==> src/hdl/power_handshake_pkg.sv <==
// Shared constants and state types for the deep-sleep power handshake
package power_handshake_pkg;
    // Suspend clock is the buffered real-time clock; modelled as a divided enable
    localparam int unsigned CLK_PERIOD_NS = 10;
    localparam int unsigned RTC_DIV = 8;
    localparam logic [3:0] RTC_DIV_LAST = 4'(RTC_DIV - 1);
    // Debounce interval in suspend clock half-periods (enable pulses)
    localparam int unsigned DEBOUNCE_TICKS = 4;
    localparam logic [7:0] DEBOUNCE_LAST = 8'(DEBOUNCE_TICKS - 1);
    // Partner preparation time in core clocks
    localparam logic [7:0] PREP_CYCLES = 8'h10;

    typedef enum logic [2:0] {
        ST_ACTIVE,
        ST_WARN,
        ST_DEEP,
        ST_EXIT_WAIT,
        ST_HOLDOFF,
        ST_RESET_WAIT
    } sleep_state_e;
endpackage

==> src/hdl/power_handshake_if.sv <==
// Pin-level link between the hub's suspend logic and the power controller
`timescale 1ns/100ps
`default_nettype none
interface power_handshake_if;
    logic deep_sleep_indicator_n;
    logic suspend_warning_n;
    logic suspend_warning_oe;
    logic engine_powerdown_ack;
    logic suspend_acknowledge_n;
    logic rtc_buffered_clock_out;
    logic sleep_exit_holdoff_n;
    logic system_power_good;
    logic system_reset_request_n;
    logic soft_off_power_control_n;
    // Shared pin: the hub drives it whenever oe is high
    logic shared_pin;
    assign shared_pin = suspend_warning_oe ?
        (suspend_warning_n) : 1'b1;

    modport hub (
        output deep_sleep_indicator_n,
        output suspend_warning_n,
        output suspend_warning_oe,
        output engine_powerdown_ack,
        input suspend_acknowledge_n,
        output rtc_buffered_clock_out,
        input sleep_exit_holdoff_n,
        input system_power_good,
        input system_reset_request_n,
        output soft_off_power_control_n
    );
    modport controller (
        input deep_sleep_indicator_n,
        input suspend_warning_n,
        input suspend_warning_oe,
        input engine_powerdown_ack,
        output suspend_acknowledge_n,
        input rtc_buffered_clock_out,
        output sleep_exit_holdoff_n,
        output system_power_good,
        output system_reset_request_n,
        input soft_off_power_control_n
    );
endinterface
`default_nettype wire

==> src/hdl/power_hub_end.sv <==
// Hub end: deep-sleep sequencing, warning handshake, reset debounce
`timescale 1ns/100ps
`default_nettype none
module power_hub_end #(
    parameter logic [7:0] DEBOUNCE_LAST = power_handshake_pkg::DEBOUNCE_LAST
) (
    input wire logic core_clk,
    input wire logic sys_rst,
    power_handshake_if.hub link,
    input wire logic deep_sleep_supported,
    input wire logic espi_enabled,
    input wire logic enter_deep_sleep,
    input wire logic soft_off_state,
    input wire logic engine_sleep_control_n,
    input wire logic engine_needs_primary,
    input wire logic wake_event,
    output logic wake_serviced,
    output logic flash_share_request,
    output logic internal_reset,
    output logic sleep_exit_done,
    output logic [2:0] sleep_state
);
    // ==========================================================
    // Pin synchronisers
    // Board pins cross into this domain; only the second flop is read
    logic ack_s1_reg, ack_s2_reg, hold_s1_reg, hold_s2_reg;
    logic pg_s1_reg, pg_s2_reg, rr_s1_reg, rr_s2_reg;
    logic slp_s1_reg, slp_s2_reg;
    always_ff @(posedge core_clk) begin
        ack_s1_reg <= link.suspend_acknowledge_n;
        ack_s2_reg <= ack_s1_reg;
        hold_s1_reg <= link.sleep_exit_holdoff_n;
        hold_s2_reg <= hold_s1_reg;
        pg_s1_reg <= link.system_power_good;
        pg_s2_reg <= pg_s1_reg;
        rr_s1_reg <= link.system_reset_request_n;
        rr_s2_reg <= rr_s1_reg;
        slp_s1_reg <= engine_sleep_control_n;
        slp_s2_reg <= slp_s1_reg;
    end

    // ==========================================================
    // Suspend clock: toggle on each divider enable
    // One tick per half period, so the output is a clean square wave
    logic [3:0] div_reg;
    logic rtc_buffered_clock_out_reg;
    wire rtc_tick = div_reg == power_handshake_pkg::RTC_DIV_LAST;
    always_ff @(posedge core_clk) begin
        if (sys_rst) begin
            div_reg <= 4'h0;
            rtc_buffered_clock_out_reg <= 1'b0;
        end else begin
            div_reg <= rtc_tick ? 4'h0 : div_reg + 4'h1;
            if (rtc_tick) rtc_buffered_clock_out_reg <= ~rtc_buffered_clock_out_reg;
        end
    end
    assign link.rtc_buffered_clock_out = rtc_buffered_clock_out_reg;

    // ==========================================================
    // Reset debounce, counted on suspend clock ticks
    // Any bounce restarts the count, so a short glitch never reaches
    // the debounced level
    logic [7:0] deb_cnt_reg;
    logic deb_level_reg;
    wire deb_differs = (~rr_s2_reg) != deb_level_reg;
    always_ff @(posedge core_clk) begin
        if (sys_rst) begin
            deb_cnt_reg <= 8'h00;
            deb_level_reg <= 1'b0;
        end else if (!deb_differs) begin
            deb_cnt_reg <= 8'h00;
        end else if (rtc_tick) begin
            if (deb_cnt_reg == DEBOUNCE_LAST) begin
                deb_level_reg <= ~rr_s2_reg;
                deb_cnt_reg <= 8'h00;
            end else begin
                deb_cnt_reg <= deb_cnt_reg + 8'h01;
            end
        end
    end

    // ==========================================================
    // Sleep sequencer
    power_handshake_pkg::sleep_state_e state_reg, state_next;
    wire acked = ack_s2_reg == 1'b0;
    wire warn_active = state_reg == power_handshake_pkg::ST_WARN
        || state_reg == power_handshake_pkg::ST_DEEP;
    wire engine_released = slp_s2_reg;
    wire power_ready = pg_s2_reg;
    // High level on the hold-off pin means the board no longer delays exit
    wire hold_released = hold_s2_reg;
    wire wake_blocked = warn_active && !acked;

    always_comb begin
        state_next = state_reg;
        unique case (state_reg)
            power_handshake_pkg::ST_ACTIVE:
                // Platforms without deepest sleep never leave active here
                if (enter_deep_sleep && deep_sleep_supported) begin
                    state_next = power_handshake_pkg::ST_WARN;
                end
            power_handshake_pkg::ST_WARN:
                if (acked) state_next = power_handshake_pkg::ST_DEEP;
            power_handshake_pkg::ST_DEEP:
                // Leaving raises the warning, which starts the wake preparation
                if (!enter_deep_sleep) state_next = power_handshake_pkg::ST_EXIT_WAIT;
            power_handshake_pkg::ST_EXIT_WAIT:
                // Wait for the controller to finish preparing the primary well
                if (!acked) state_next = power_handshake_pkg::ST_HOLDOFF;
            power_handshake_pkg::ST_HOLDOFF:
                // Hold-off only counts once the engine has released sleep
                if (engine_released && hold_released) begin
                    state_next = power_handshake_pkg::ST_RESET_WAIT;
                end
            power_handshake_pkg::ST_RESET_WAIT:
                if (power_ready) state_next = power_handshake_pkg::ST_ACTIVE;
        endcase
    end

    // A debounced reset request overrides every state, not only active
    always_ff @(posedge core_clk) begin
        if (sys_rst || deb_level_reg) begin
            state_reg <= power_handshake_pkg::ST_RESET_WAIT;
        end else begin
            state_reg <= state_next;
        end
    end

    // ==========================================================
    // Output decode
    logic dsi_reg, warn_reg, oe_reg, pdack_reg, s5_reg;
    wire in_deep = state_reg == power_handshake_pkg::ST_DEEP;
    wire in_reset_wait = state_reg == power_handshake_pkg::ST_RESET_WAIT;
    wire warn_pin_n = !warn_active;
    wire pdack_level = !engine_needs_primary;
    // Same pin carries warning or power-down ack by platform type
    wire shared_next = deep_sleep_supported ? warn_pin_n : pdack_level;
    wire dsi_next = !in_deep;
    wire s5_next = !soft_off_state;
    wire wake_next = wake_event && !wake_blocked;
    // Flash sharing is dropped under eSPI; hold-off still gates exit above
    wire flash_next = !espi_enabled && !hold_s2_reg;
    wire int_rst_next = deb_level_reg || in_reset_wait;
    wire exit_done_next = in_reset_wait && power_ready;
    wire [2:0] state_code = state_reg;

    // ==========================================================
    // Pin outputs
    always_ff @(posedge core_clk) begin
        if (sys_rst) begin
            dsi_reg <= 1'b0;
            warn_reg <= 1'b1;
            // Pin released during reset so the board pull decides its level
            oe_reg <= 1'b0;
            pdack_reg <= 1'b0;
            s5_reg <= 1'b0;
        end else begin
            dsi_reg <= dsi_next;
            oe_reg <= 1'b1;
            warn_reg <= shared_next;
            pdack_reg <= pdack_level;
            s5_reg <= s5_next;
        end
    end

    // ==========================================================
    // Status outputs
    always_ff @(posedge core_clk) begin
        if (sys_rst) begin
            wake_serviced <= 1'b0;
            flash_share_request <= 1'b0;
            internal_reset <= 1'b1;
            sleep_exit_done <= 1'b0;
            sleep_state <= 3'h0;
        end else begin
            wake_serviced <= wake_next;
            flash_share_request <= flash_next;
            internal_reset <= int_rst_next;
            sleep_exit_done <= exit_done_next;
            sleep_state <= state_code;
        end
    end
    // Pins come straight from the output flops
    assign link.deep_sleep_indicator_n = dsi_reg;
    assign link.suspend_warning_n = warn_reg;
    assign link.suspend_warning_oe = oe_reg;
    assign link.engine_powerdown_ack = pdack_reg;
    assign link.soft_off_power_control_n = s5_reg;
endmodule
`default_nettype wire

==> src/flat_wrapper.sv <==
// flat-port wrapper written by rule: the top's interface ports become plain ports
module power_hub_end_flat 
#(
    parameter logic [7:0] DEBOUNCE_LAST = power_handshake_pkg::DEBOUNCE_LAST
)
  (core_clk, sys_rst, deep_sleep_supported, espi_enabled, enter_deep_sleep, soft_off_state, engine_sleep_control_n, engine_needs_primary, wake_event, wake_serviced, flash_share_request, internal_reset, sleep_exit_done, sleep_state, link_deep_sleep_indicator_n, link_suspend_warning_n, link_suspend_warning_oe, link_engine_powerdown_ack, link_suspend_acknowledge_n, link_rtc_buffered_clock_out, link_sleep_exit_holdoff_n, link_system_power_good, link_system_reset_request_n, link_soft_off_power_control_n);
  power_handshake_if link_i ();
  input wire logic core_clk;
  input wire logic sys_rst;
  input wire logic deep_sleep_supported;
  input wire logic espi_enabled;
  input wire logic enter_deep_sleep;
  input wire logic soft_off_state;
  input wire logic engine_sleep_control_n;
  input wire logic engine_needs_primary;
  input wire logic wake_event;
  output logic wake_serviced;
  output logic flash_share_request;
  output logic internal_reset;
  output logic sleep_exit_done;
  output logic [2:0] sleep_state;
  output wire logic [$bits(link_i.deep_sleep_indicator_n)-1:0] link_deep_sleep_indicator_n;
  output wire logic [$bits(link_i.suspend_warning_n)-1:0] link_suspend_warning_n;
  output wire logic [$bits(link_i.suspend_warning_oe)-1:0] link_suspend_warning_oe;
  output wire logic [$bits(link_i.engine_powerdown_ack)-1:0] link_engine_powerdown_ack;
  input wire logic [$bits(link_i.suspend_acknowledge_n)-1:0] link_suspend_acknowledge_n;
  output wire logic [$bits(link_i.rtc_buffered_clock_out)-1:0] link_rtc_buffered_clock_out;
  input wire logic [$bits(link_i.sleep_exit_holdoff_n)-1:0] link_sleep_exit_holdoff_n;
  input wire logic [$bits(link_i.system_power_good)-1:0] link_system_power_good;
  input wire logic [$bits(link_i.system_reset_request_n)-1:0] link_system_reset_request_n;
  output wire logic [$bits(link_i.soft_off_power_control_n)-1:0] link_soft_off_power_control_n;
  assign link_deep_sleep_indicator_n = link_i.deep_sleep_indicator_n;
  assign link_suspend_warning_n = link_i.suspend_warning_n;
  assign link_suspend_warning_oe = link_i.suspend_warning_oe;
  assign link_engine_powerdown_ack = link_i.engine_powerdown_ack;
  assign link_i.suspend_acknowledge_n = link_suspend_acknowledge_n;
  assign link_rtc_buffered_clock_out = link_i.rtc_buffered_clock_out;
  assign link_i.sleep_exit_holdoff_n = link_sleep_exit_holdoff_n;
  assign link_i.system_power_good = link_system_power_good;
  assign link_i.system_reset_request_n = link_system_reset_request_n;
  assign link_soft_off_power_control_n = link_i.soft_off_power_control_n;
  power_hub_end #(.DEBOUNCE_LAST(DEBOUNCE_LAST)) u_core (.core_clk(core_clk), .sys_rst(sys_rst), .link(link_i), .deep_sleep_supported(deep_sleep_supported), .espi_enabled(espi_enabled), .enter_deep_sleep(enter_deep_sleep), .soft_off_state(soft_off_state), .engine_sleep_control_n(engine_sleep_control_n), .engine_needs_primary(engine_needs_primary), .wake_event(wake_event), .wake_serviced(wake_serviced), .flash_share_request(flash_share_request), .internal_reset(internal_reset), .sleep_exit_done(sleep_exit_done), .sleep_state(sleep_state));
endmodule
==> config.mk <==
export PLATFORM = sky130hd
export DESIGN_NAME = power_hub_end_flat
export DESIGN_NICKNAME = d
export VERILOG_FILES = /design/src/hdl/power_handshake_pkg.sv /design/src/hdl/power_handshake_if.sv /design/src/hdl/power_hub_end.sv /design/src/flat_wrapper.sv
export SDC_FILE = /design/constraint.sdc
export NUM_CORES = 1
export LEC_CHECK = 0
export BUFFER_PORTS_ARGS = -buffer_cell sky130_fd_sc_hd__buf_2
export CAP_MARGIN = 25
export CORE_MARGIN = 3
export CORE_UTILIZATION = 46
export CTS_BUF_LIST = sky130_fd_sc_hd__clkbuf_2
export DETAILED_ROUTE_END_ITERATION = 12
export PLACE_DENSITY = 0.68
export SKIP_LAST_GASP = 1
export SYNTH_ARGS = -nofsm -noshare
export SYNTH_HDL_FRONTEND = slang
export SYNTH_SLANG_ARGS = --single-unit
==> constraint.sdc <==
create_clock -name core_clk -period 4.2 [get_ports core_clk]
set_input_delay 0.42 -clock core_clk [delete_from_list [all_inputs] [get_ports core_clk]]
set_output_delay 0.42 -clock core_clk [all_outputs]
set_load 0.1 [all_outputs]
Word-level counts from Yosys, hierarchy flattened
Index checks and enable logic that the tools add are counted.
{"block": "word_totals", "regBits": 39, "input_bits": 13, "out_inout_bits": 13, "wordCells": 75}
{"block": "op_classes", "n_addsub": 2, "n_eq_ne": 14, "muxes": 10, "bitwise_logic": 3, "reduce_logical": 21}
{"cell": "3-bit 2-to-1 mux", "n": 6}
{"cell": "3-bit case mux with 6 select lines", "n": 1}
{"cell": "8-bit by 1-bit adder with 8-bit output (second input constant)", "n": 1}
{"cell": "8-bit by 2-bit == test with 1-bit output (second input constant)", "n": 1}
{"cell": "8-bit 2-to-1 mux", "n": 1}
{"cell": "2-bit by 1-bit inequality test with 1-bit output (second input constant)", "n": 4}
{"cell": "1-bit logical NOT", "n": 7}
{"cell": "3-bit by 2-bit == test with 1-bit output (second input constant)", "n": 2}
{"cell": "3-bit == test (second input constant)", "n": 2}
{"cell": "1-bit logical AND", "n": 6}
{"cell": "6-bit AND reduction", "n": 1}
{"cell": "4-bit by 1-bit adder with 4-bit output (second input constant)", "n": 1}
{"cell": "4-bit by 3-bit == test with 1-bit output (second input constant)", "n": 1}
{"cell": "2-bit inequality test (second input constant)", "n": 2}
{"cell": "2-bit OR reduction", "n": 2}
{"cell": "3-bit by 1-bit == test with 1-bit output (second input constant)", "n": 1}
{"cell": "3-bit logical NOT", "n": 1}
{"cell": "1-bit logical OR", "n": 3}
{"cell": "1-bit inverter", "n": 3}
{"cell": "3-bit AND reduction", "n": 1}
{"cell": "1-bit 2-to-1 mux", "n": 2}
{"cell": "1-bit inequality test", "n": 1}

Depth between registers and ports, before layout
{"block": "depth", "ltp_word": 5, "depth_mapped": 5, "depth_no_buf": 4}

Least setup slack after synthesis
Ideal clock, no wire load.
{"block": "synth_timing", "kind": "register to register", "from": "register u_core.div_reg[0]", "to": "register u_core.deb_cnt_reg[6]", "setup_ps": 70, "arrival_ps": 1429, "required_ps": 4130, "slack_ps": 2701, "path_stages_with_launch": 6, "path_buffers": 1, "period_less_slack_ps": 1499, "cell_sequence": "dfxtp_1 ha_1 nand3b_2 buf_6 or4_1 a21oi_1"}
{"block": "synth_via", "elab_chain_cells": 1}
{"element": "start: declaration", "line_no": "power_hub_end.sv:45", "source": "logic [3:0] div_reg;"}
{"element": "start signal: assignment", "line_no": "power_hub_end.sv:53", "source": "div_reg <= rtc_tick ? 4'h0 : div_reg + 4'h1;"}
{"element": "4-bit by 3-bit == test with 1-bit output", "line_no": "power_hub_end.sv:47", "source": "wire rtc_tick = div_reg == power_handshake_pkg::RTC_DIV_LAST;"}
{"element": "end signal: assignment", "line_no": "power_hub_end.sv:77", "source": "deb_cnt_reg <= deb_cnt_reg + 8'h01;"}
{"element": "end: declaration", "line_no": "power_hub_end.sv:63", "source": "logic [7:0] deb_cnt_reg;"}
No other way between the ends.
A chain may end at the register's enable or synchronous reset.

Worst setup path in the final report
{"block": "layout_timing", "from": "register u_core.div_reg[0]", "to": "register u_core.deb_cnt_reg[5]"}
The elaborated chain is that of the path after synthesis.

==> results by group <==
Layout
  – Share of post-route cells with drive strength above 1: 21.74%
  – Max reg flops: 8
  – # diodes: 0
  – Layout Nets: 176
  – Area growth from synthesis to final layout: 14.81%

Setup path
  – Crit-path max FO: 12
  – Crit. End Element: register
  – Critical path arrival: 2.04 ns
  – Critical setup path kind: register to register
  – Startpoint types: register
  – CP required: 4.54 ns

Timing
  – Setup TNS: 0 ns
  – Slew headroom: 51.17%
  – Maximum clock frequency: 589.1 MHz
  – Fin. max-slew vios: 0
  – Minimum clock period after layout: 1.697 ns
  – Unrepaired setup endpoints after global routing: no
  – Worst-margin pin slew: 0.7258 ns
  – Crit share post-route: 40.41%
  – Final WS setup: 2.503 ns
  – Fin Clk Skew: 0.01501 ns
  – Hold Fails Final Rpt: 0
  – Final setup vio count: 0

Clock network
  – Hold-fix buffers, CTS: 0
  – Number of H-tree levels: 2
  – Max Root-Sink Buffers: 2
  – Clock-pin transition on the worst setup and hold timing paths: 0.19 ns
  – Clk Latency, worst-skew pair: 0.39 ns
  – CTS sink cnt: 39
  – Post-CTS setup buffer count: 0
  – # resized after CTS: 0
  – Root Driver: clkbuf_2
  – Num CTS Buffers: 5
  – CTS tree: done

Logic synthesis
  – Seq cells post-synth: 39
  – Share of synthesized registers carrying an async set or reset: 0%
  – Synth Flop Type: dfxtp_1
  – Net Count, Synth: 148
  – Synth top cells by count: dfxtp_1, nand2_1, nor2_1, a21oi_1, inv_1
  – Seq/Total Area, Yosys: 57.41%
  – Post-synth EDFFs: 0
  – Synth area leader: dfxtp_1
  – Cell variety after synth: 38
  – Synth Cell Area: 1360 um^2
  – Count leader, synth: dfxtp_1
  – Ys Warns: 0
  – Syn avg cell area: 10.23 um^2
  – Top-area cell type share of the netlist area: 57.41%
  – Most area-consuming cells after synthesis: dfxtp_1, nand2_1, nor2_1
  – Cells after Synth: 133

Drt
  – Routed wire per std cell: 13.03 um
  – Final WL: 2501 um
  – Vias: 1032
  – DRC Markers: 0
  – Vias/cell: 5.375
  – Iter 0 DRT Violations: 78
  – Count of antenna-violating nets left after detailed routing: 0
  – Router iterations before antenna repair: 4

Placed design
  – Gpl congestion: 0.8379
  – Setup WS pre-CTS: 2.530 ns
  – Hpwl dp: 1781 um
  – # port buffers: 25

Pwr
  – Worst vdd ir: 317.0 uV
  – Leakage power: 0.6598 nW
  – Pwr/cell area: 462.2 nW/um^2

Global route
  – Number of global-route vias before repair: 1004
  – Overall global routing resource usage: 16.19%
  – First-pass GRT wire length: 4298 um
  – Grt total ovfl: 0
  – Initial antenna violation count: 0
  – Largest net degree at the start of global routing: 15

Floorplanning
  – Initial core utilization: 48.90%
  – Total core area: 2781 um^2
  – Die extent in y: 60.38 um
  – Die area: 3645 um^2
  – Site Rows: 19
  – I/O pin cnt: 26
  – Die width: 60.38 um

Flow run
  – Max Cap Viol: 0

Worst hold path
  – Hold crit path type: input pin to register

Run status
  – Outcome: finished, final reports clean
-- per-stage QoR --
stage / total power, mW / instances / area, um^2 / hold slack (ns) / util [%]
after floorplan: 0.4926 / 133 / 1360 / 0.3096 / -
after global placement: 0.5118 / 185 / 1501 / 0.3130 / 53.98
after detailed placement: 0.5137 / 185 / 1501 / 0.3189 / 53.98
after CTS: 0.7261 / 192 / 1562 / 0.1082 / 56.14
after global routing: 0.7503 / 192 / 1562 / 0.07561 / 56.14
final: 0.7217 / 192 / 1562 / 0.1285 / 56.14
-- cell type report --
class / instances / area, um^2
Clock buffer: 6 / 30.03
Clock inverter: 1 / 30.03
Fill cell: 265 / 1220
Inverter: 5 / 18.77
Multi-Input combinational cell: 85 / 538.0
Sequential cell: 39 / 780.7
Tap cell: 31 / 38.79
Timing Repair Buffer: 25 / 125.1
-- per-layer routing --
metal  GRT usage, %  vias to the layer above  wire length [um]
li1               -                      531                 -
met1          19.55                      470              1174
met2          24.38                       24              1152
met3          7.234                        7               128
met4          8.228                        0                46
met5              0                        -                 0
-- critical path, stage by stage, from the launching register on --
cell	delay (ns)
dfxtp_1	0.40
ha_1	0.30
nand3b_2	0.25
or4_1	0.55
a21oi_1	0.14
-- kinds of logic (layout without fill, tap and decap cells) --
logic type	count (synthesis)	in the layout	synth area share [%]
flip-flops	39	39	57.41
adder cells (fa/ha/maj)	2	2	1.840
XOR/XNOR	4	4	2.576
multiplexers	1	1	0.7360
buffers and inverters	9	37	3.036
AND/OR/NAND/NOR	52	52	21.16
AO/OA/AOI/OAI	26	26	13.25
-- cell usage in the layout, fill, tap and decap left out, drive strengths merged, types with 3 or more instances in the layout --
master	netlist	final
inv	5	5
nor2	11	11
dfxtp	39	39
and3	3	3
xnor2	4	4
o21ai	3	3
or4	3	3
nor2b	4	4
clkbuf	3	6
nand2	12	12
a21oi	8	8
nand3	4	4
o31ai	3	3
buf	1	25
-- power breakdown --
part	leakage [nW]	switching (mW)	total, mW	internal (mW)
clock network	0.0391	0.116	0.216	0.100
logic	0.298	0.0800	0.103	0.0234
registers	0.323	0.0130	0.402	0.389
-- worst paths after layout --
check | from | endpoint | slack [ns] | cells past startpoint
worst max-delay path | u_core.div_reg[0] | u_core.deb_cnt_reg[5] | 2.50 | 4
worst max register to register | u_core.div_reg[0] | u_core.deb_cnt_reg[5] | 2.50 | 4
worst min register to register | u_core.slp_s1_reg | u_core.engine_released | 0.35 | 0
worst min-delay path | link_system_reset_request_n | u_core.rr_s1_reg | 0.13 | 1
No activity file was read; power rests on OpenSTA's default activity.
